$ cat src/core/dcie_pkg.sv
// constants and types for the dual channel interleave and ecc block
package dcie_pkg;
   localparam int ADDR_W = 35;          // 32 GB of byte addresses
   localparam int SLOT_ADDR_W = 33;     // 8 GB per module
   localparam int LINE_LSB = 6;         // 64-byte cache line
   localparam int DATA_W = 64;
   localparam int CHECK_W = 8;
   localparam int GROUP_W = 72;
   localparam int NUM_SLOTS = 4;
   localparam int CE_CNT_W = 4;
   localparam logic [3:0] CE_THRESHOLD = 4'ha;
   localparam logic [3:0] CE_CNT_RESET = 4'h0;
   // slot index within the population vector
   localparam int SLOT_A1 = 0;
   localparam int SLOT_A2 = 1;
   localparam int SLOT_B1 = 2;
   localparam int SLOT_B2 = 3;
   typedef enum logic [1:0] {
      DCIE_MODE_NONE = 2'b00,
      DCIE_MODE_SINGLE = 2'b01,
      DCIE_MODE_SYMMETRIC = 2'b10,
      DCIE_MODE_SPLIT = 2'b11
   } dcie_mode_t;
   typedef enum logic [1:0] {
      DCIE_ST_INIT = 2'b00,
      DCIE_ST_SCRUB = 2'b01,
      DCIE_ST_RUN = 2'b10
   } dcie_state_t;
endpackage : dcie_pkg

$ cat src/core/dcie_ce_counter.sv
// per-module correctable error tally with threshold event
`timescale 1ns/1ps
`default_nettype none
module dcie_ce_counter (
   input wire logic i_clock,
   input wire logic i_rst_n,
   input wire logic i_ce,
   output logic o_event
);
   logic [3:0] count;
   logic [3:0] next_count;
   logic next_event;
   logic ev;

   always_comb begin
      next_count = count;
      next_event = 1'b0;
      if (i_ce) begin
         if (count == dcie_pkg::CE_THRESHOLD - 4'h1) begin
            next_count = dcie_pkg::CE_CNT_RESET;
            next_event = 1'b1;
         end else begin
            next_count = count + 4'h1;
         end
      end
   end

   always_ff @(posedge i_clock) begin
      if (!i_rst_n) begin
         count <= dcie_pkg::CE_CNT_RESET;
         ev <= 1'b0;
      end else begin
         count <= next_count;
         ev <= next_event;
      end
   end

   assign o_event = ev;

   chk_threshold_event: assert property (@(posedge i_clock) disable iff (!i_rst_n)
      o_event |-> $past(count) == dcie_pkg::CE_THRESHOLD - 4'h1)
      else $error("threshold event without nine prior errors");
   chk_counter_restart: assert property (@(posedge i_clock) disable iff (!i_rst_n)
      o_event |-> count == dcie_pkg::CE_CNT_RESET)
      else $error("counter not cleared after event");
   chk_silent_count: assert property (@(posedge i_clock) disable iff (!i_rst_n)
      (i_ce && count < dcie_pkg::CE_THRESHOLD - 4'h1) |=> !o_event && count == $past(count) + 4'h1)
      else $error("correctable error not tallied silently");
endmodule : dcie_ce_counter
`default_nettype wire

$ cat src/core/dcie_ctrl.sv
// request mapping, secded check code and error events for two channels
`timescale 1ns/1ps
`default_nettype none
// What this block does
// - channels independent, a lone module works only in slot A1 or B1
// - one populated channel means no interleave
// - equal channels alternate 64-byte lines A,B
// - unequal channels interleave to smaller, rest linear
// - decode up to 8 GB modules, 32 GB total
// - store 64 data bits plus 8 check
// - detect single and double, correct single
// - zero fill memory before checking enabled
// - return corrected word on single error
// - double error uncorrected; every error signals event
// - count correctable errors per slot silently
module dcie_ctrl (
   input wire logic i_clock,
   input wire logic i_rst_n,
   input wire logic [3:0] i_slot_present,
   input wire logic [1:0] i_size_log2,
   input wire logic i_init_start,
   output logic o_init_done,
   output logic o_config_error,
   output logic [1:0] o_mode,
   input wire logic i_req_valid,
   input wire logic i_req_write,
   input wire logic [34:0] i_req_addr,
   input wire logic [63:0] i_req_wdata,
   output logic o_req_ready,
   output logic o_mem_valid,
   output logic o_mem_write,
   output logic o_mem_chan_b,
   output logic o_mem_second_slot,
   output logic [32:0] o_mem_addr,
   output logic [71:0] o_mem_wgroup,
   input wire logic i_mem_rvalid,
   input wire logic [71:0] i_mem_rgroup,
   input wire logic [1:0] i_mem_rslot,
   output logic o_rsp_valid,
   output logic [63:0] o_rsp_data,
   output logic o_ce_pulse,
   output logic o_ue_pulse,
   output logic [3:0] o_ce_logged
);
   // sync the slot straps: they come from presence pins
   logic [3:0] pres_meta;
   logic [3:0] pres;
   logic [1:0] size_meta;
   logic [1:0] size_l2;
   always_ff @(posedge i_clock) begin
      if (!i_rst_n) begin
         pres_meta <= 4'h0;
         pres <= 4'h0;
         size_meta <= 2'h0;
         size_l2 <= 2'h0;
      end else begin
         pres_meta <= i_slot_present;
         pres <= pres_meta;
         size_meta <= i_size_log2;
         size_l2 <= size_meta;
      end
   end

   // module size is 1 GB shl size_l2; all modules assumed alike
   logic [1:0] cnt_a;
   logic [1:0] cnt_b;
   logic bad_pop;
   dcie_pkg::dcie_mode_t mode;
   always_comb begin
      cnt_a = {1'b0, pres[dcie_pkg::SLOT_A1]} + {1'b0, pres[dcie_pkg::SLOT_A2]};
      cnt_b = {1'b0, pres[dcie_pkg::SLOT_B1]} + {1'b0, pres[dcie_pkg::SLOT_B2]};
      bad_pop = (pres[dcie_pkg::SLOT_A2] && !pres[dcie_pkg::SLOT_A1]) ||
                (pres[dcie_pkg::SLOT_B2] && !pres[dcie_pkg::SLOT_B1]);
      if (bad_pop || (cnt_a == 2'd0 && cnt_b == 2'd0))
         mode = dcie_pkg::DCIE_MODE_NONE;
      else if (cnt_a == 2'd0 || cnt_b == 2'd0)
         mode = dcie_pkg::DCIE_MODE_SINGLE;
      else if (cnt_a == cnt_b)
         mode = dcie_pkg::DCIE_MODE_SYMMETRIC;
      else
         mode = dcie_pkg::DCIE_MODE_SPLIT;
   end

   // init sequence: zero every location before checking is trusted
   dcie_pkg::dcie_state_t state;
   dcie_pkg::dcie_state_t next_state;
   logic [28:0] scrub_line;
   logic [28:0] next_scrub_line;
   logic [28:0] scrub_last;
   always_comb begin
      // installed lines = modules * 2^(24+size_l2) lines, minus one
      scrub_last = 29'(((({27'h0, cnt_a} + {27'h0, cnt_b}) << (24 + size_l2))) - 29'h1);
      next_state = state;
      next_scrub_line = scrub_line;
      case (state)
         dcie_pkg::DCIE_ST_INIT: begin
            if (i_init_start && mode != dcie_pkg::DCIE_MODE_NONE) begin
               next_state = dcie_pkg::DCIE_ST_SCRUB;
               next_scrub_line = 29'h0;
            end
         end
         dcie_pkg::DCIE_ST_SCRUB: begin
            next_scrub_line = scrub_line + 29'h1;
            if (scrub_line == scrub_last)
               next_state = dcie_pkg::DCIE_ST_RUN;
         end
         dcie_pkg::DCIE_ST_RUN: next_state = dcie_pkg::DCIE_ST_RUN;
         default: next_state = dcie_pkg::DCIE_ST_INIT;
      endcase
   end
   always_ff @(posedge i_clock) begin
      if (!i_rst_n) begin
         state <= dcie_pkg::DCIE_ST_INIT;
         scrub_line <= 29'h0;
      end else begin
         state <= next_state;
         scrub_line <= next_scrub_line;
      end
   end

   // address decode, one scrub word per line is enough for a zero fill model
   logic running;
   logic scrubbing;
   logic [34:0] addr;
   logic [28:0] line;
   logic [28:0] lines_per_mod;
   logic [28:0] small_lines;
   logic [28:0] lin;
   logic chan_b;
   logic [28:0] chan_line;
   logic a_bigger;
   always_comb begin
      running = state == dcie_pkg::DCIE_ST_RUN;
      scrubbing = state == dcie_pkg::DCIE_ST_SCRUB;
      addr = scrubbing ? {scrub_line, 6'h0} : i_req_addr;
      line = addr[34:dcie_pkg::LINE_LSB];
      lines_per_mod = 29'h0100_0000 << size_l2;
      a_bigger = cnt_a > cnt_b;
      small_lines = (a_bigger ? {27'h0, cnt_b} : {27'h0, cnt_a}) * lines_per_mod;
      lin = line;
      chan_b = 1'b0;
      case (mode)
         dcie_pkg::DCIE_MODE_SINGLE: begin
            chan_b = cnt_a == 2'd0;
            chan_line = line;
         end
         dcie_pkg::DCIE_MODE_SYMMETRIC: begin
            chan_b = line[0];
            chan_line = {1'b0, line[28:1]};
         end
         dcie_pkg::DCIE_MODE_SPLIT: begin
            if (line < 29'(small_lines << 1)) begin
               chan_b = line[0];
               chan_line = {1'b0, line[28:1]};
            end else begin
               lin = line - small_lines;
               chan_b = !a_bigger;
               chan_line = lin;
            end
         end
         default: chan_line = line;
      endcase
   end

   // data bit i takes the i-th code from 9 up that is not a power of two:
   // powers of two belong to the check bits, so a check flip never hits data
   function automatic logic [6:0] dcie_code(input int i);
      return 7'(i + 9 + (i >= 7 ? 1 : 0) + (i >= 22 ? 1 : 0) + (i >= 53 ? 1 : 0));
   endfunction : dcie_code

   // hamming secded encode over 64 bits
   function automatic logic [7:0] dcie_syndrome(input logic [63:0] d);
      logic [7:0] c;
      c = 8'h00;
      for (int i = 0; i < 64; i++) begin
         if (d[i]) c[6:0] = c[6:0] ^ dcie_code(i);
      end
      c[7] = ^d ^ ^c[6:0];
      return c;
   endfunction : dcie_syndrome

   logic [63:0] wdata;
   always_comb begin
      wdata = scrubbing ? 64'h0000_0000_0000_0000 : i_req_wdata;
   end

   always_ff @(posedge i_clock) begin
      if (!i_rst_n) begin
         o_mem_valid <= 1'b0;
         o_mem_write <= 1'b0;
         o_mem_chan_b <= 1'b0;
         o_mem_second_slot <= 1'b0;
         o_mem_addr <= 33'h0;
         o_mem_wgroup <= 72'h0;
      end else begin
         o_mem_valid <= scrubbing || (running && i_req_valid);
         o_mem_write <= scrubbing || i_req_write;
         o_mem_chan_b <= chan_b;
         o_mem_second_slot <= chan_line >= lines_per_mod;
         o_mem_addr <= {chan_line[26:0], 6'h0};
         o_mem_wgroup <= {dcie_syndrome(wdata), wdata};
      end
   end

   // read check: syndrome low bits name the flipped position
   logic [7:0] syn;
   logic [7:0] recalc;
   logic [63:0] fixed;
   logic ce;
   logic ue;
   always_comb begin
      recalc = dcie_syndrome(i_mem_rgroup[63:0]);
      // overall parity over the whole group as read, stored parity bit included
      syn = {^i_mem_rgroup, recalc[6:0] ^ i_mem_rgroup[70:64]};
      fixed = i_mem_rgroup[63:0];
      for (int i = 0; i < 64; i++) begin
         if (syn[6:0] == dcie_code(i) && syn[7]) fixed[i] = !fixed[i];
      end
      ce = i_mem_rvalid && syn[7];
      ue = i_mem_rvalid && !syn[7] && syn[6:0] != 7'h00;
   end
   always_ff @(posedge i_clock) begin
      if (!i_rst_n) begin
         o_rsp_valid <= 1'b0;
         o_rsp_data <= 64'h0;
         o_ce_pulse <= 1'b0;
         o_ue_pulse <= 1'b0;
      end else begin
         o_rsp_valid <= i_mem_rvalid;
         o_rsp_data <= ue ? i_mem_rgroup[63:0] : fixed;
         o_ce_pulse <= ce;
         o_ue_pulse <= ue;
      end
   end

   genvar g;
   generate
      for (g = 0; g < 4; g++) begin : g_slot
         dcie_ce_counter u_cnt (
            .i_clock(i_clock),
            .i_rst_n(i_rst_n),
            .i_ce(ce && i_mem_rslot == 2'(g)),
            .o_event(o_ce_logged[g])
         );
      end
   endgenerate

   assign o_req_ready = running;
   assign o_init_done = running;
   assign o_config_error = bad_pop;
   assign o_mode = mode;

   chk_ue_event: assert property (@(posedge i_clock) disable iff (!i_rst_n)
      ue |=> o_ue_pulse && o_rsp_data == $past(i_mem_rgroup[63:0]))
      else $error("double error not flagged or data altered");
   chk_ce_event: assert property (@(posedge i_clock) disable iff (!i_rst_n)
      ce |=> o_ce_pulse && !o_ue_pulse)
      else $error("single error not flagged");
   chk_clean_read: assert property (@(posedge i_clock) disable iff (!i_rst_n)
      (i_mem_rvalid && syn == 8'h00) |=> o_rsp_data == $past(i_mem_rgroup[63:0]) && !o_ce_pulse)
      else $error("clean read altered");
   chk_sym_alt: assert property (@(posedge i_clock) disable iff (!i_rst_n)
      (running && i_req_valid && mode == dcie_pkg::DCIE_MODE_SYMMETRIC) |=> o_mem_chan_b == $past(i_req_addr[6]))
      else $error("symmetric lines not alternating");
   chk_single_chan: assert property (@(posedge i_clock) disable iff (!i_rst_n)
      (running && i_req_valid && mode == dcie_pkg::DCIE_MODE_SINGLE) |=> o_mem_chan_b == $past(cnt_a == 2'd0))
      else $error("single channel went to empty channel");
   chk_scrub_zero: assert property (@(posedge i_clock) disable iff (!i_rst_n)
      scrubbing |=> o_mem_write && o_mem_wgroup == 72'h0)
      else $error("init fill not zero");
   chk_no_req_early: assert property (@(posedge i_clock) disable iff (!i_rst_n)
      (!running && !scrubbing) |=> !o_mem_valid)
      else $error("memory access before init");
   chk_bad_pop: assert property (@(posedge i_clock) disable iff (!i_rst_n)
      o_config_error |-> mode == dcie_pkg::DCIE_MODE_NONE)
      else $error("invalid population given a mode");
endmodule : dcie_ctrl
`default_nettype wire

$ cat config.mk
export PLATFORM = sky130hd
export DESIGN_NAME = dcie_ctrl
export DESIGN_NICKNAME = d
export VERILOG_FILES = /design/src/core/dcie_pkg.sv /design/src/core/dcie_ce_counter.sv /design/src/core/dcie_ctrl.sv
export SDC_FILE = /design/constraint.sdc
export NUM_CORES = 1
export LEC_CHECK = 0
export BUFFER_PORTS_ARGS = -buffer_cell sky130_fd_sc_hd__buf_4
export CAP_MARGIN = 20
export CORE_UTILIZATION = 53
export DETAILED_ROUTE_END_ITERATION = 7
export PLACE_DENSITY = 0.88
export SYNTH_ARGS = -nofsm -noshare
export SYNTH_HDL_FRONTEND = slang
export SYNTH_HIERARCHICAL = 1
export SYNTH_SLANG_ARGS = --single-unit
$ cat constraint.sdc
create_clock -name i_clock -period 6.5 [get_ports i_clock]
set_input_delay 0 -clock i_clock [delete_from_list [all_inputs] [get_ports i_clock]]
set_output_delay 0 -clock i_clock [all_outputs]
set_load 0.1 [all_outputs]
[Word level (Yosys, flattened, before mapping)]
Cells that the tools add are included.
Storage, ports and cells
  register bits: 239
  input port bits: 185
  output and inout port bits: 185
  logic and storage cells: 695
Operators by class
  $add $sub $neg: 11
  multipliers: 1
  order comparisons: 3
  equal/unequal tests: 80
  shift-type cells: 2
  muxes and demuxes: 280
  bitwise operators: 128
  reductions and logical operators: 165
Operator list (count)
  two-way mux 7 bit: 86
  two-way mux 6 bit: 62
  == test 7 x 6 -> 1 bit (second input constant): 31
  two-way mux 5 bit: 30
  NOT 3 bit: 48
  NOT 4 bit: 34
  two-way mux 64 bit: 2
  one-hot mux 29 bit (2 select lines): 2
  == test 7 x 5 -> 1 bit (second input constant): 15
  == test 7 bit (second input constant): 11
  logical AND 1 bit: 76
  two-way mux 4 bit: 18
  XOR reduction 72 bit: 1
  two-way mux 1 bit: 70
  logical NOT 1 bit: 68
  XOR reduction 64 bit: 1
  NOT 2 bit: 30
  NOT 5 bit: 12
  two-way mux 29 bit: 2
  == test 7 x 4 -> 1 bit (second input constant): 7
  two-way mux 35 bit: 1
  adder 29 x 1 -> 29 bit (second input constant): 1
  == test 29 bit: 1
  greater-or-equal comparator 29 bit: 1
  other kinds (29): 60

[Logic depth before layout (Yosys ltp)]
Gate-level depths: netlist (run 1).
  word-level depth: 195
  depth in mapped cells: 25
  depth with buffers taken out: 25

[Modules after synthesis]
The synthesis (run 1) kept the hierarchy.
Modules (own cells, without submodules)
  dcie_ctrl: times used 1, cells an instance 1264, area an instance 11912.7 um2, seq. area each 4264.1 um2
  dcie_ce_counter: times used 4, cells an instance 24, area an instance 216.5 um2, seq. area each 100.1 um2

[Worst setup path before layout (run 1)]
No wires, ideal clock.
  path type: register to register
  from: register pres[0]
  to: register o_mem_second_slot
  library setup time: 0.133 ns
  arrival time: 4.443 ns
  data required time: 6.367 ns
  slack: 1.924 ns
  cell stages (with the launch flop): 25
  path buffers: 1
  clock period less this slack: 4.576 ns
  cells stage by stage: dfxtp_1 > inv_1 > ha_1 > ha_1 > clkbuf_1 > inv_1 > nand2_1 > nand2_1 > mux2i_1 > nor2_1 > ha_1 > inv_1 > fa_1 > ha_1 > o21a_1 > o21ai_0 > nand2b_1 > nand2_1 > or3_1 > a31oi_1 > ha_1 > o21a_1 > o21a_1 > o21ai_0 > a31oi_1
On the way
  cells in the longest elaborated chain, start to end: 8
  elaborated cells between the ends (all ways): 22
  those cells by class: 2 x add/sub; 1 x mul; 3 x order compare; 3 x eq/ne; 6 x mux; 7 x reduce/logical
RTL lines
  from (decl): line dcie_ctrl.sv:47  | logic [3:0] pres;
  from (signal assigned): line dcie_ctrl.sv:58  | pres <= pres_meta;
  adder 1 x 1 -> 2 bit or logical NOT 1 bit (tied branches): line dcie_ctrl.sv:70, dcie_ctrl.sv:72
  > comparator 2 bit (tied with other cells): line dcie_ctrl.sv:138  | a_bigger = cnt_a > cnt_b;
  two-way mux 2 bit (tied with other cells): line dcie_ctrl.sv:139  | small_lines = (a_bigger ? {27'h0, cnt_b} : {27'h0, cnt_a}) * lines_per_mod;
  multiplier 2 x 29 -> 29 bit (tied with other cells): line dcie_ctrl.sv:139
  subtractor 29 bit (tied with other cells): line dcie_ctrl.sv:156  | lin = line - small_lines;
  two-way mux 29 bit (tied with other cells): line dcie_ctrl.sv:152  | if (line < 29'(small_lines << 1)) begin
  one-hot mux 29 bit (2 select lines) *: line dcie_ctrl.sv:142  | case (mode)
  named net chan_line[25]: line dcie_ctrl.sv:130  | logic [28:0] chan_line;
  greater-or-equal comparator 29 bit *: line dcie_ctrl.sv:199  | o_mem_second_slot <= chan_line >= lines_per_mod;
  to (signal assigned): line dcie_ctrl.sv:199
  to (decl): line dcie_ctrl.sv:33  | output logic o_mem_second_slot,
The timed path passes the listed nets; every way through them passes the cells marked *.
A chain may end at the register's enable or synchronous reset.

[Worst setup path after layout (run 1)]
  from: register pres[2]
  to: register o_mem_addr[10]
On the way
  cells in the longest elaborated chain, start to end: 7
  elaborated cells between the ends (all ways): 21
  those cells by class: 2 x add/sub; 1 x mul; 2 x order compare; 3 x eq/ne; 6 x mux; 7 x reduce/logical
RTL lines
  adder 1 x 1 -> 2 bit or logical NOT 1 bit (tied branches): line dcie_ctrl.sv:71, dcie_ctrl.sv:73
  > comparator 2 bit (tied with other cells): line dcie_ctrl.sv:138
  two-way mux 2 bit (tied with other cells): line dcie_ctrl.sv:139
  multiplier 2 x 29 -> 29 bit (tied with other cells): line dcie_ctrl.sv:139
  subtractor 29 bit (tied with other cells): line dcie_ctrl.sv:156
  two-way mux 29 bit (tied with other cells): line dcie_ctrl.sv:152
  one-hot mux 29 bit (2 select lines) *: line dcie_ctrl.sv:142
  to (signal assigned): line dcie_ctrl.sv:200  | o_mem_addr <= {chan_line[26:0], 6'h0};
  to (decl): line dcie_ctrl.sv:34  | output logic [32:0] o_mem_addr,
Every way passes the cells marked *; elsewhere a longest branch is shown, timed or not.

==> run_results.csv, run 1 <==
group,metric,value,unit
timing,max_freq,186,MHz
placed_design,placed_cells,1987,
die,ios,370,
routing,num_vias,12630,
timing,setup-violations-final,0,
flow_run,maxCapViolCount,0,
global_route,grt_usage,39.4,%
critical_path,cp.required,6900,ps
routing,ant_nets,0,
synthesis,syn_inst,1360,
power,leakagePower,0.00812,uW
timing,finalSetupTns,0,ps
timing,finalWorstSetupSlack,1140,ps
clocking,cts-buffers-inserted,24,
die,initial_core_util,54.3,%
die,die_area,24700,um^2
timing,finalCritPeriodShare,82.5,%
run_status,outcome,"finished clean",
cells_and_area,finalInstanceArea,18300,um^2
cells_and_area,area_growth_syn_to_layout,43.2,%
synthesis,synth_common_cells,"xnor2_1, dfxtp_1, nor2_1, nand2_1, xor2_1",
placed_design,port_buffers,357,
timing,max-slew-margin-rel,27.1,%
routing,firstDrtPassIters,5,
synthesis,yosysTopAreaCell,"dfxtp_1",
timing,slew_viol_final,0,
cells_and_area,final_nets,2088,
power,intPower,3980,uW
power,pwr-share-seq,21.4,%
critical_path,path_buf_inv,4,
synthesis,synth.most_common_cell,"xnor2_1",
routing,routed_wl,49300,um
power,swShare,49.6,%
cells_and_area,nFillCells,1332,
critical_path,cp-end-kind,"flop",
timing,final_hold_viol_count,0,
placed_design,dpl_cell_area,15700,um^2
critical_path,cp_common_cell,"nand2_1",
timing,worst_pin_slew,1060,ps
die,die_height,157,um
critical_path,crit_type,"flop to flop",
cells_and_area,drive_gt1_share,23.0,%
critical_path,crit_family,"simple AND/OR/NAND/NOR gates",
synthesis,synth_area,12800,um^2
clocking,clk_latency,530,ps
placed_design,hpwl,29000,um
global_route,gr-total-overflow,0,
clocking,htreeDepth,1,
die,row_count,56,
placed_design,gp_congestion,0.908,
synthesis,ys_seq_elements,233,
timing,min_period,5360,ps
synthesis,synth.top_cell.area_share,36.5,%
critical_path,start_kind,"flop",
min_path,hold_class,"input port to flop",
global_route,grt_pass1_vias,13024,
synthesis,syn_avg_cell_area,9.40,um^2
critical_path,cpPeakStageDelay,690,ps
global_route,grt_max_degree,130,
routing,vias_per_cell,5.72,
critical_path,cpMaxStageDelayCell,"nand2_1",
routing,drt_iter0_markers,1180,
power,power_frac_comb,59.9,%
synthesis,ys_warn_count,6,
synthesis,ys.flop_type,"dfxtp_1",
clocking,cts_tree,"yes",
synthesis,synth_area_leaders,"dfxtp_1, xnor2_1, xor2_1, xnor3_1, and3_1",
power,p_sw,3910,uW
critical_path,arrival,5770,ps
synthesis,seq_area_frac_synth,36.5,%
critical_path,path_max_fanout,24,
clocking,cts-root-buf,"clkbuf_16",
synthesis,async_reset_ff_share,0,%
critical_path,crit_chain,"inv_1 -> ha_1 -> ha_1 -> inv_1 -> nand2_1 -> nand2_1 -> mux2i_1 -> nor2_1 -> ha_1 -> inv_1 -> fa_1 -> ha_1 -> o21a_1 -> o21ai_0 -> nand2b_1 -> nand2_1 -> nand2_1 -> nand2_1 -> and3_1 -> dlygate4sd3_1",
power,p_per_area,432,nW/um^2
synthesis,synth_edf_count,0,
power,peakVddDrop,314,uV
synthesis,synth_cell_types,58,
power,p_clk_share,18.7,%
die,core_area,23500,um^2
clocking,path_clk_slew,70,ps
global_route,antenna_found_initial,4,
die,die_w,157,um
cells_and_area,stdcell_count,2209,
clocking,clock-sinks,233,
global_route,grt_pass1_wl,73800,um
clocking,post_cts_buffers,0,
cells_and_area,multi_input_area,7740,um^2
timing,fin_skew,21.6,ps
clocking,clk_path_buf_depth,3,
routing,drc,0,
timing,rsz0062_at_grt,"no",
placed_design,place_ws,1430,ps
cells_and_area,regArea,4660,um^2
routing,wl_per_cell,22.3,um
## metrics by stage
stage	utilization (%)	hold WS [ps]	total power (uW)
global placement	66.6	212	6030
detailed placement	66.6	217	6120
finish	77.7	64.8	7890
global route	77.7	62.5	8160
floorplan	-	116	5110
CTS	77.5	28.2	7680
## logic make-up after synthesis
logic type                 Yosys count  share of synthesized area [%]
buffers and inverters               96                           3.05
other                                1                         0.0293
DFF                                233                           36.5
adders and majority gates           33                           3.35
and+or+nand+nor                    505                           20.2
xor gates and xnor gates           372                           29.3
AOI/OAI and AO/OA                   73                           3.74
muxes                               47                           3.78
## worst paths after layout
check                                                    end               startpoint  slack (ps)  cells after the start
worst max-delay path               o_mem_addr[10]$_SDFF_PN0_       pres[2]$_SDFF_PN0_        1140                     20
worst min-delay path            o_mem_second_slot$_SDFF_PN0_           i_req_addr[34]          60                      4
worst min register to register         size_l2[1]$_SDFF_PN0_  size_meta[1]$_SDFF_PN0_         430                      1
worst max register to register     o_mem_addr[10]$_SDFF_PN0_       pres[2]$_SDFF_PN0_        1140                     20
## state kept, by name, indices dropped and copies added, names as in the netlist
register and flops:
g_slot.u_cnt/count 16, g_slot.u_cnt/o_event 4, o_ce_pulse 1, o_mem_addr 27, o_mem_chan_b 1, o_mem_second_slot 1
o_mem_valid 1, o_mem_wgroup 72, o_mem_write 1, o_rsp_data 64, o_rsp_valid 1, o_ue_pulse 1
pres 4, pres_meta 4, scrub_line 29, size_l2 2, size_meta 2, state 2
## cell usage in the layout, fill, tap and decap left out, types with 4 or more instances in the layout
cell type      instances
a211o_1                5
inv_1                 30
or2_2                  5
nand2_2                4
xor2_1                98
o21ai_0               12
clkinv_2               4
nand4_1               33
conb_1                 6
clkbuf_1               4
nor2_1               135
nand2_1               99
o22ai_1                5
o21a_1                 8
buf_4                366
nor2b_1                5
nor3b_1                5
and4b_1                4
and3_1                95
or3_1                  7
dfxtp_1              233
dlygate4sd3_1        175
and2_1                31
a21boi_2               4
nor3_1                26
xnor2_1              238
nand3_1               21
clkbuf_16             25
mux2i_1               40
nor4_1                12
xnor3_1               31
nand2b_1               6
a21oi_1               23
a31oi_1                5
nor4b_1                4
ha_1                  30
mux2_2                 6
## worst reg2reg max path: cells and delay by family, from the launching register on
kind                     cells  cell delay (ps)
AND/OR/NAND/NOR              8             1820
adder cells (fa/ha/maj)      5             1750
buffers and inverters        4              820
flip-flops                   1              340
multiplexers                 1              320
AO/OA/AOI/OAI                2              190
## layer usage
metal / GRT usage [%] / wire length (um)
met5: 0 / 14
met4: 28.0 / 3900
met3: 10.8 / 5120
met2: 67.8 / 23400
met1: 41.6 / 16800
## cell type report
class                           instances  share of cell area [%]
Clock inverter                         11                   0.787
Antenna cell                            3                  0.0410
Tap cell                              319                    2.18
Multi-Input combinational cell       1036                    42.3
Clock buffer                           32                    3.73
Timing Repair Buffer                  542                    24.7
Inverter                               33                   0.677
Sequential cell                       233                    25.5
## what timing repair did
item                      in CTS  in global routing
hold endpoints to repair     175                  9
hold buffers                 174                  1
gates resized for setup        0                  0
## power groups by stage
stage	Clock, uW	Sequential [uW]	Combinational, uW
global route	1540	1700	4920
global placement	0	1700	4330
finish	1480	1690	4730
detailed placement	0	1700	4420
floorplan	0	2730	2380
CTS	1460	1680	4540
No activity file was read; power rests on OpenSTA's default activity.
==> run 2, diff against run 1 <==
Settings changed: CORE_UTILIZATION 53 to 48, PLACE_DENSITY 0.88 to 0.85.
Clock period 6.5 ns to 4.9 ns, I/O delays scaled along.
==> run 2 against run 1 <==
Net effect:
- global-route usage decreased by 7.9 points
- via count is 4.1% lower
- setup slack lost 780 ps
- sequential cell count stayed put
- sequential power up 32%
==> run_results.csv, run 2 (synthesis results as in run 1) <==
group,metric,value,unit
run_status,outcome,"finished clean",
clocking,path_clk_slew,60,ps
cells_and_area,drive_gt1_share,23.5,%
cells_and_area,nFillCells,1771,
critical_path,arrival,4940,ps
power,peakVddDrop,670,uV
cells_and_area,regMostFlops,"o_mem_wgroup",
clocking,clk_latency,530,ps
critical_path,start_kind,"flop",
cells_and_area,area_growth_syn_to_layout,45.2,%
routing,firstDrtPassIters,6,
timing,min_period,4540,ps
cells_and_area,final_nets,2108,
clocking,cts-buffers-inserted,26,
critical_path,reg2reg_slack,360,ps
critical_path,crit_type,"flop to flop",
timing,whs,28.4,ps
cells_and_area,mostFrequentLayoutCell,"buf_4",
routing,ant_nets,0,
critical_path,r2r_cells,21,
die,initial_core_util,49.0,%
cells_and_area,reg_top3,"o_mem_wgroup: 72 flops, o_rsp_data: 64 flops, scrub_line: 29 flops",
global_route,grt_max_degree,130,
timing,setup-violations-final,0,
global_route,antenna_found_initial,1,
timing,max_freq,220,MHz
critical_path,timing.rr.end,"o_mem_addr[25]$_SDFF_PN0_",
timing,finalWorstSetupSlack,357,ps
timing,worst_pin_slew,1170,ps
die,die_height,165,um
placed_design,place_ws,77.6,ps
routing,drt_iter0_markers,907,
critical_path,cpPeakStageDelay,570,ps
power,p_per_area,567,nW/um^2
global_route,grt_usage,31.5,%
critical_path,cp-end-kind,"flop",
die,die_area,27300,um^2
die,row_count,59,
die,ios,370,
critical_path,crit_end,"o_mem_addr[25]$_SDFF_PN0_",
global_route,grt_pass1_vias,12361,
routing,drc,0,
routing,routed_wl,44100,um
global_route,gr-total-overflow,0,
critical_path,cpMaxStageDelayCell,"dlygate4sd3_1",
timing,finalSetupTns,0,ps
placed_design,port_buffers,357,
die,die_w,165,um
timing,rsz0062_at_grt,"no",
routing,num_vias,12118,
cells_and_area,utilization,71.2,%
cells_and_area,largest_register_ffs,72,
critical_path,crit_path_start,"pres[0]$_SDFF_PN0_",
timing,max-slew-margin-rel,19.6,%
clocking,clock-sinks,233,
critical_path,cp.required,5300,ps
timing,slew_viol_final,0,
placed_design,gp_congestion,0.989,
placed_design,placed_cells,2004,
global_route,grt_pass1_wl,66300,um
die,core_area,26100,um^2
cells_and_area,final_cell_mix,"buf_4, xnor2_1, dfxtp_1, dlygate4sd3_1, nor2_1",
critical_path,r2r-start,"pres[0]$_SDFF_PN0_",
timing,finalCritPeriodShare,92.7,%
clocking,cts-root-buf,"clkbuf_16",
critical_path,crit_chain,"inv_1 -> ha_4 -> ha_1 -> inv_2 -> nand2_4 -> nand2_2 -> mux2i_4 -> nor2_1 -> ha_1 -> inv_1 -> fa_1 -> ha_1 -> o21a_1 -> o21ai_0 -> nand2b_1 -> nand2_2 -> buf_4 -> nand2_2 -> nand2_1 -> and3_1 -> dlygate4sd3_1",
min_path,hold_class,"input port to flop",
clocking,htreeDepth,1,
timing,fin_skew,20.0,ps
routing,vias_per_cell,5.40,
timing,final_hold_viol_count,0,
power,leakagePower,0.00824,uW
clocking,clk_path_buf_depth,3,
min_path,min_from,"i_rst_n",
cells_and_area,stdcell_count,2244,
placed_design,hpwl,29000,um
clocking,cts_tree,"yes",
flow_run,maxCapViolCount,0,
routing,wl_per_cell,19.7,um
critical_path,path_max_fanout,24,
run 2: changes by cell type in the layout (fill, tap and decap cells not counted), moves of 2 or more:
cell / previous run / this run
clkbuf_1: 4 / 7
dlygate4sd3_1: 175 / 188
nand2_1: 99 / 95
ha_4: 0 / 2
clkbuf_8: 3 / 6
clkbuf_16: 25 / 27
nand2_2: 4 / 7
buf_4: 366 / 372
diode_2: 3 / 1
ha_1: 30 / 28
run 2: critical path: cells and delay by family (launching register included):
| kind | cells | cell delay [ps] |
|---|---|---|
| compound gates | 2 | 170 |
| flops | 1 | 330 |
| fa+ha+maj | 5 | 1520 |
| buf+inv | 5 | 980 |
| simple gates | 8 | 1160 |
| mux | 1 | 250 |
run 2: per-layer routing:
metal	routed length, um	vias up	global-route usage, %
li1	-	5585	-
met1	16200	5756	34.1
met2	22200	619	57.4
met3	3290	158	6.07
met4	2370	0	17.5
met5	0	-	0
run 2: worst min path at each step:
stage               slack (ps)                   endpoint  cells after the start
global route                50  o_rsp_data[29]$_SDFF_PN0_                      3
detailed placement         220    size_meta[0]$_SDFF_PN0_                      2
finish                      30  o_rsp_data[20]$_SDFF_PN0_                      3
global placement           220    size_meta[0]$_SDFF_PN0_                      2
floorplan                  120     o_mem_write$_SDFF_PN0_                      2
CTS                        0.8  o_rsp_data[20]$_SDFF_PN0_                      3
run 2: area by class of cell:
cell class,count,area [um^2],area share (%)
repair buffers,560,4670,25.2
flip-flops and latches,233,4660,25.1
clock buffers,40,785,4.23
clock inverters,6,83.8,0.452
diodes,1,2.50,0.0135
multi-input cells,1036,7800,42.1
inverters,33,124,0.668
well taps,335,419,2.26
run 2: report_power, final:
part | switching [uW] | internal [uW]
registers | 103 | 2130
logic | 4270 | 2050
clock network | 778 | 1200
run 2: timing repair:
item,CTS,global route
endpoints found under the hold margin,179,0
endpoints found under the setup margin,0,14
buffers inserted,0,5
resized for setup,0,12
hold buffers,188,0
run 2: per-stage QoR:
stage / power, uW / cell area [um^2]
finish: 10500 / 18600
detailed placement: 8210 / 15700
floorplan: 6780 / 12800
CTS: 10300 / 18500
global placement: 8110 / 15700
global route: 10900 / 18600
==> run 3, diff against run 2 <==
Settings changed: CORE_MARGIN set to 5, TNS_END_PERCENT set to 10.
==> run 3 against run 2 <==
Net effect:
- setup slack lost 170 ps
- sequential cell count stayed put
- via count grew 0.14%
- wire length is 4.9% higher
- first-iteration DRC count decreased by 4.6%
- sequential share of layout area up 0.097 points
- clock power rose by 6%
- combinational power shrank 1%
- cell count fell by 0.27%
- die area increased by 9.9%
- highest routed layer unchanged
==> run_results.csv, run 3 (synthesis results as in run 1) <==
group,metric,value,unit
run_status,outcome,"finished clean",
routing,drc,0,
cells_and_area,reg_top3,"o_mem_wgroup: 72 flops, o_rsp_data: 64 flops, scrub_line: 29 flops",
global_route,grt_max_degree,107,
clocking,cts-root-buf,"clkbuf_16",
cells_and_area,final_cell_mix,"buf_4, xnor2_1, dfxtp_1, dlygate4sd3_1, nor2_1",
critical_path,cpPeakStageDelay,450,ps
critical_path,path_max_fanout,6,
clocking,clk_latency,530,ps
power,power_frac_comb,59.0,%
clocking,cts_tree,"yes",
routing,wl_per_cell,20.7,um
clocking,path_clk_slew,60,ps
power,leakagePower,0.00820,uW
timing,slew_viol_final,0,
placed_design,placed_cells,2006,
min_path,hold_class,"input port to flop",
global_route,grt_pass1_wl,71800,um
global_route,antenna_found_initial,3,
power,p_per_area,573,nW/um^2
timing,min_period,4720,ps
die,die_w,173,um
routing,routed_wl,46300,um
routing,vias_per_cell,5.42,
timing,worst_pin_slew,991,ps
die,core_area,26100,um^2
cells_and_area,area_growth_syn_to_layout,44.7,%
timing,fin_skew,21.0,ps
power,p_sw,5170,uW
power,p_clk_share,19.8,%
cells_and_area,mostFrequentLayoutCell,"buf_4",
critical_path,cp.required,5280,ps
cells_and_area,final_nets,2099,
die,row_count,59,
timing,max-slew-margin-rel,32.0,%
flow_run,maxCapViolCount,0,
routing,ant_nets,0,
cells_and_area,regArea,4660,um^2
power,swShare,48.8,%
cells_and_area,largest_register_ffs,72,
critical_path,start_kind,"flop",
timing,final_hold_viol_count,0,
timing,max_freq,212,MHz
die,die_height,173,um
cells_and_area,drive_gt1_share,23.5,%
placed_design,hpwl,30400,um
routing,drt_iter0_markers,865,
cells_and_area,multi_input_area,7770,um^2
power,power,10600,uW
clocking,htreeDepth,1,
clocking,cts-buffers-inserted,26,
routing,firstDrtPassIters,7,
critical_path,arrival,5090,ps
power,intPower,5420,uW
power,peakVddDrop,669,uV
power,pwr-share-seq,21.1,%
placed_design,gp_congestion,0.918,
timing,setup-violations-final,0,
timing,finalCritPeriodShare,96.3,%
cells_and_area,regMostFlops,"o_mem_wgroup",
die,initial_core_util,48.9,%
clocking,clk_path_buf_depth,3,
die,ios,370,
cells_and_area,nFillCells,1753,
critical_path,path_buf_inv,3,
critical_path,crit_chain,"inv_1 -> ha_1 -> ha_1 -> inv_2 -> nand2_1 -> nand2_1 -> mux2i_2 -> nor2_1 -> ha_1 -> inv_1 -> fa_1 -> ha_1 -> o21a_1 -> o21ai_0 -> nand2b_1 -> nand2_2 -> or3_1 -> a31oi_2 -> ha_1 -> o21a_1 -> o21a_1 -> o21ai_0 -> a31oi_1",
critical_path,cp_common_cell,"ha_1",
placed_design,port_buffers,357,
cells_and_area,stdcell_count,2238,
critical_path,cpMaxStageDelayCell,"fa_1",
global_route,grt_usage,29.5,%
global_route,gr-total-overflow,0,
critical_path,crit_family,"adder cells",
critical_path,crit_type,"flop to flop",
global_route,grt_pass1_vias,12970,
die,die_area,30000,um^2
critical_path,cp-end-kind,"flop",
clocking,clock-sinks,233,
routing,num_vias,12135,
run 3: final timing paths:
path	start	end	slack (ps)	depth (start not counted)
max	pres[0]$_SDFF_PN0_	o_mem_second_slot$_SDFF_PN0_	180	23
min	i_req_addr[34]	o_mem_second_slot$_SDFF_PN0_	40	4
max reg2reg	pres[0]$_SDFF_PN0_	o_mem_second_slot$_SDFF_PN0_	180	23
min reg2reg	size_meta[0]$_SDFF_PN0_	size_l2[0]$_SDFF_PN0_	430	1
run 3: final cells by class:
| cell class | instances | area share [%] |
|---|---|---|
| Clock inverter | 13 | 1.05 |
| Inverter | 33 | 0.670 |
| Antenna cell | 3 | 0.0406 |
| Timing Repair Buffer | 551 | 24.8 |
| Tap cell | 335 | 2.27 |
| Multi-Input combinational cell | 1036 | 42.0 |
| Clock buffer | 34 | 3.91 |
| Sequential cell | 233 | 25.2 |
run 3: through the flow:
stage | hold WS, ps | instance area (um^2) | utilization [%] | TNS (ps) | worst slack (ps)
floorplan | 116 | 12800 | - | 0 | 324
finish | 35.8 | 18500 | 70.7 | 0 | 183
global route | 52.2 | 18500 | 70.7 | -54.4 | -54.4
global placement | 210 | 15700 | 60.2 | 0 | 351
CTS | 15.8 | 18400 | 70.5 | 0 | 110
detailed placement | 212 | 15700 | 60.2 | 0 | 127
run 3: power groups by stage:
stage               registers (uW)  logic (uW)  clock network (uW)
floorplan                     3620        3160                   0
global placement              2260        5850                   0
detailed placement            2270        5920                   0
CTS                           2230        6090                2110
global route                  2250        6540                2220
finish                        2240        6250                2100
run 3: repair_timing:
| item | 4_1_cts | 5_1_grt |
|---|---|---|
| endpoints found under the setup margin | 0 | 15 |
| buffers inserted | 0 | 3 |
| hold buffers | 179 | 0 |
| gates resized for setup | 0 | 5 |
| hold endpoints to repair | 183 | 0 |
run 3: routing by layer:
metal,global-route usage (%),share of wire (%)
met5,0,0
met4,14.4,5.5
met3,5.94,7.7
met2,54.2,51
met1,32.4,36
run 3: worst min-delay path: cells and delay by family:
family	cells	cell delay, ps
mux	1	200
buf+inv	1	90
compound gates	2	220
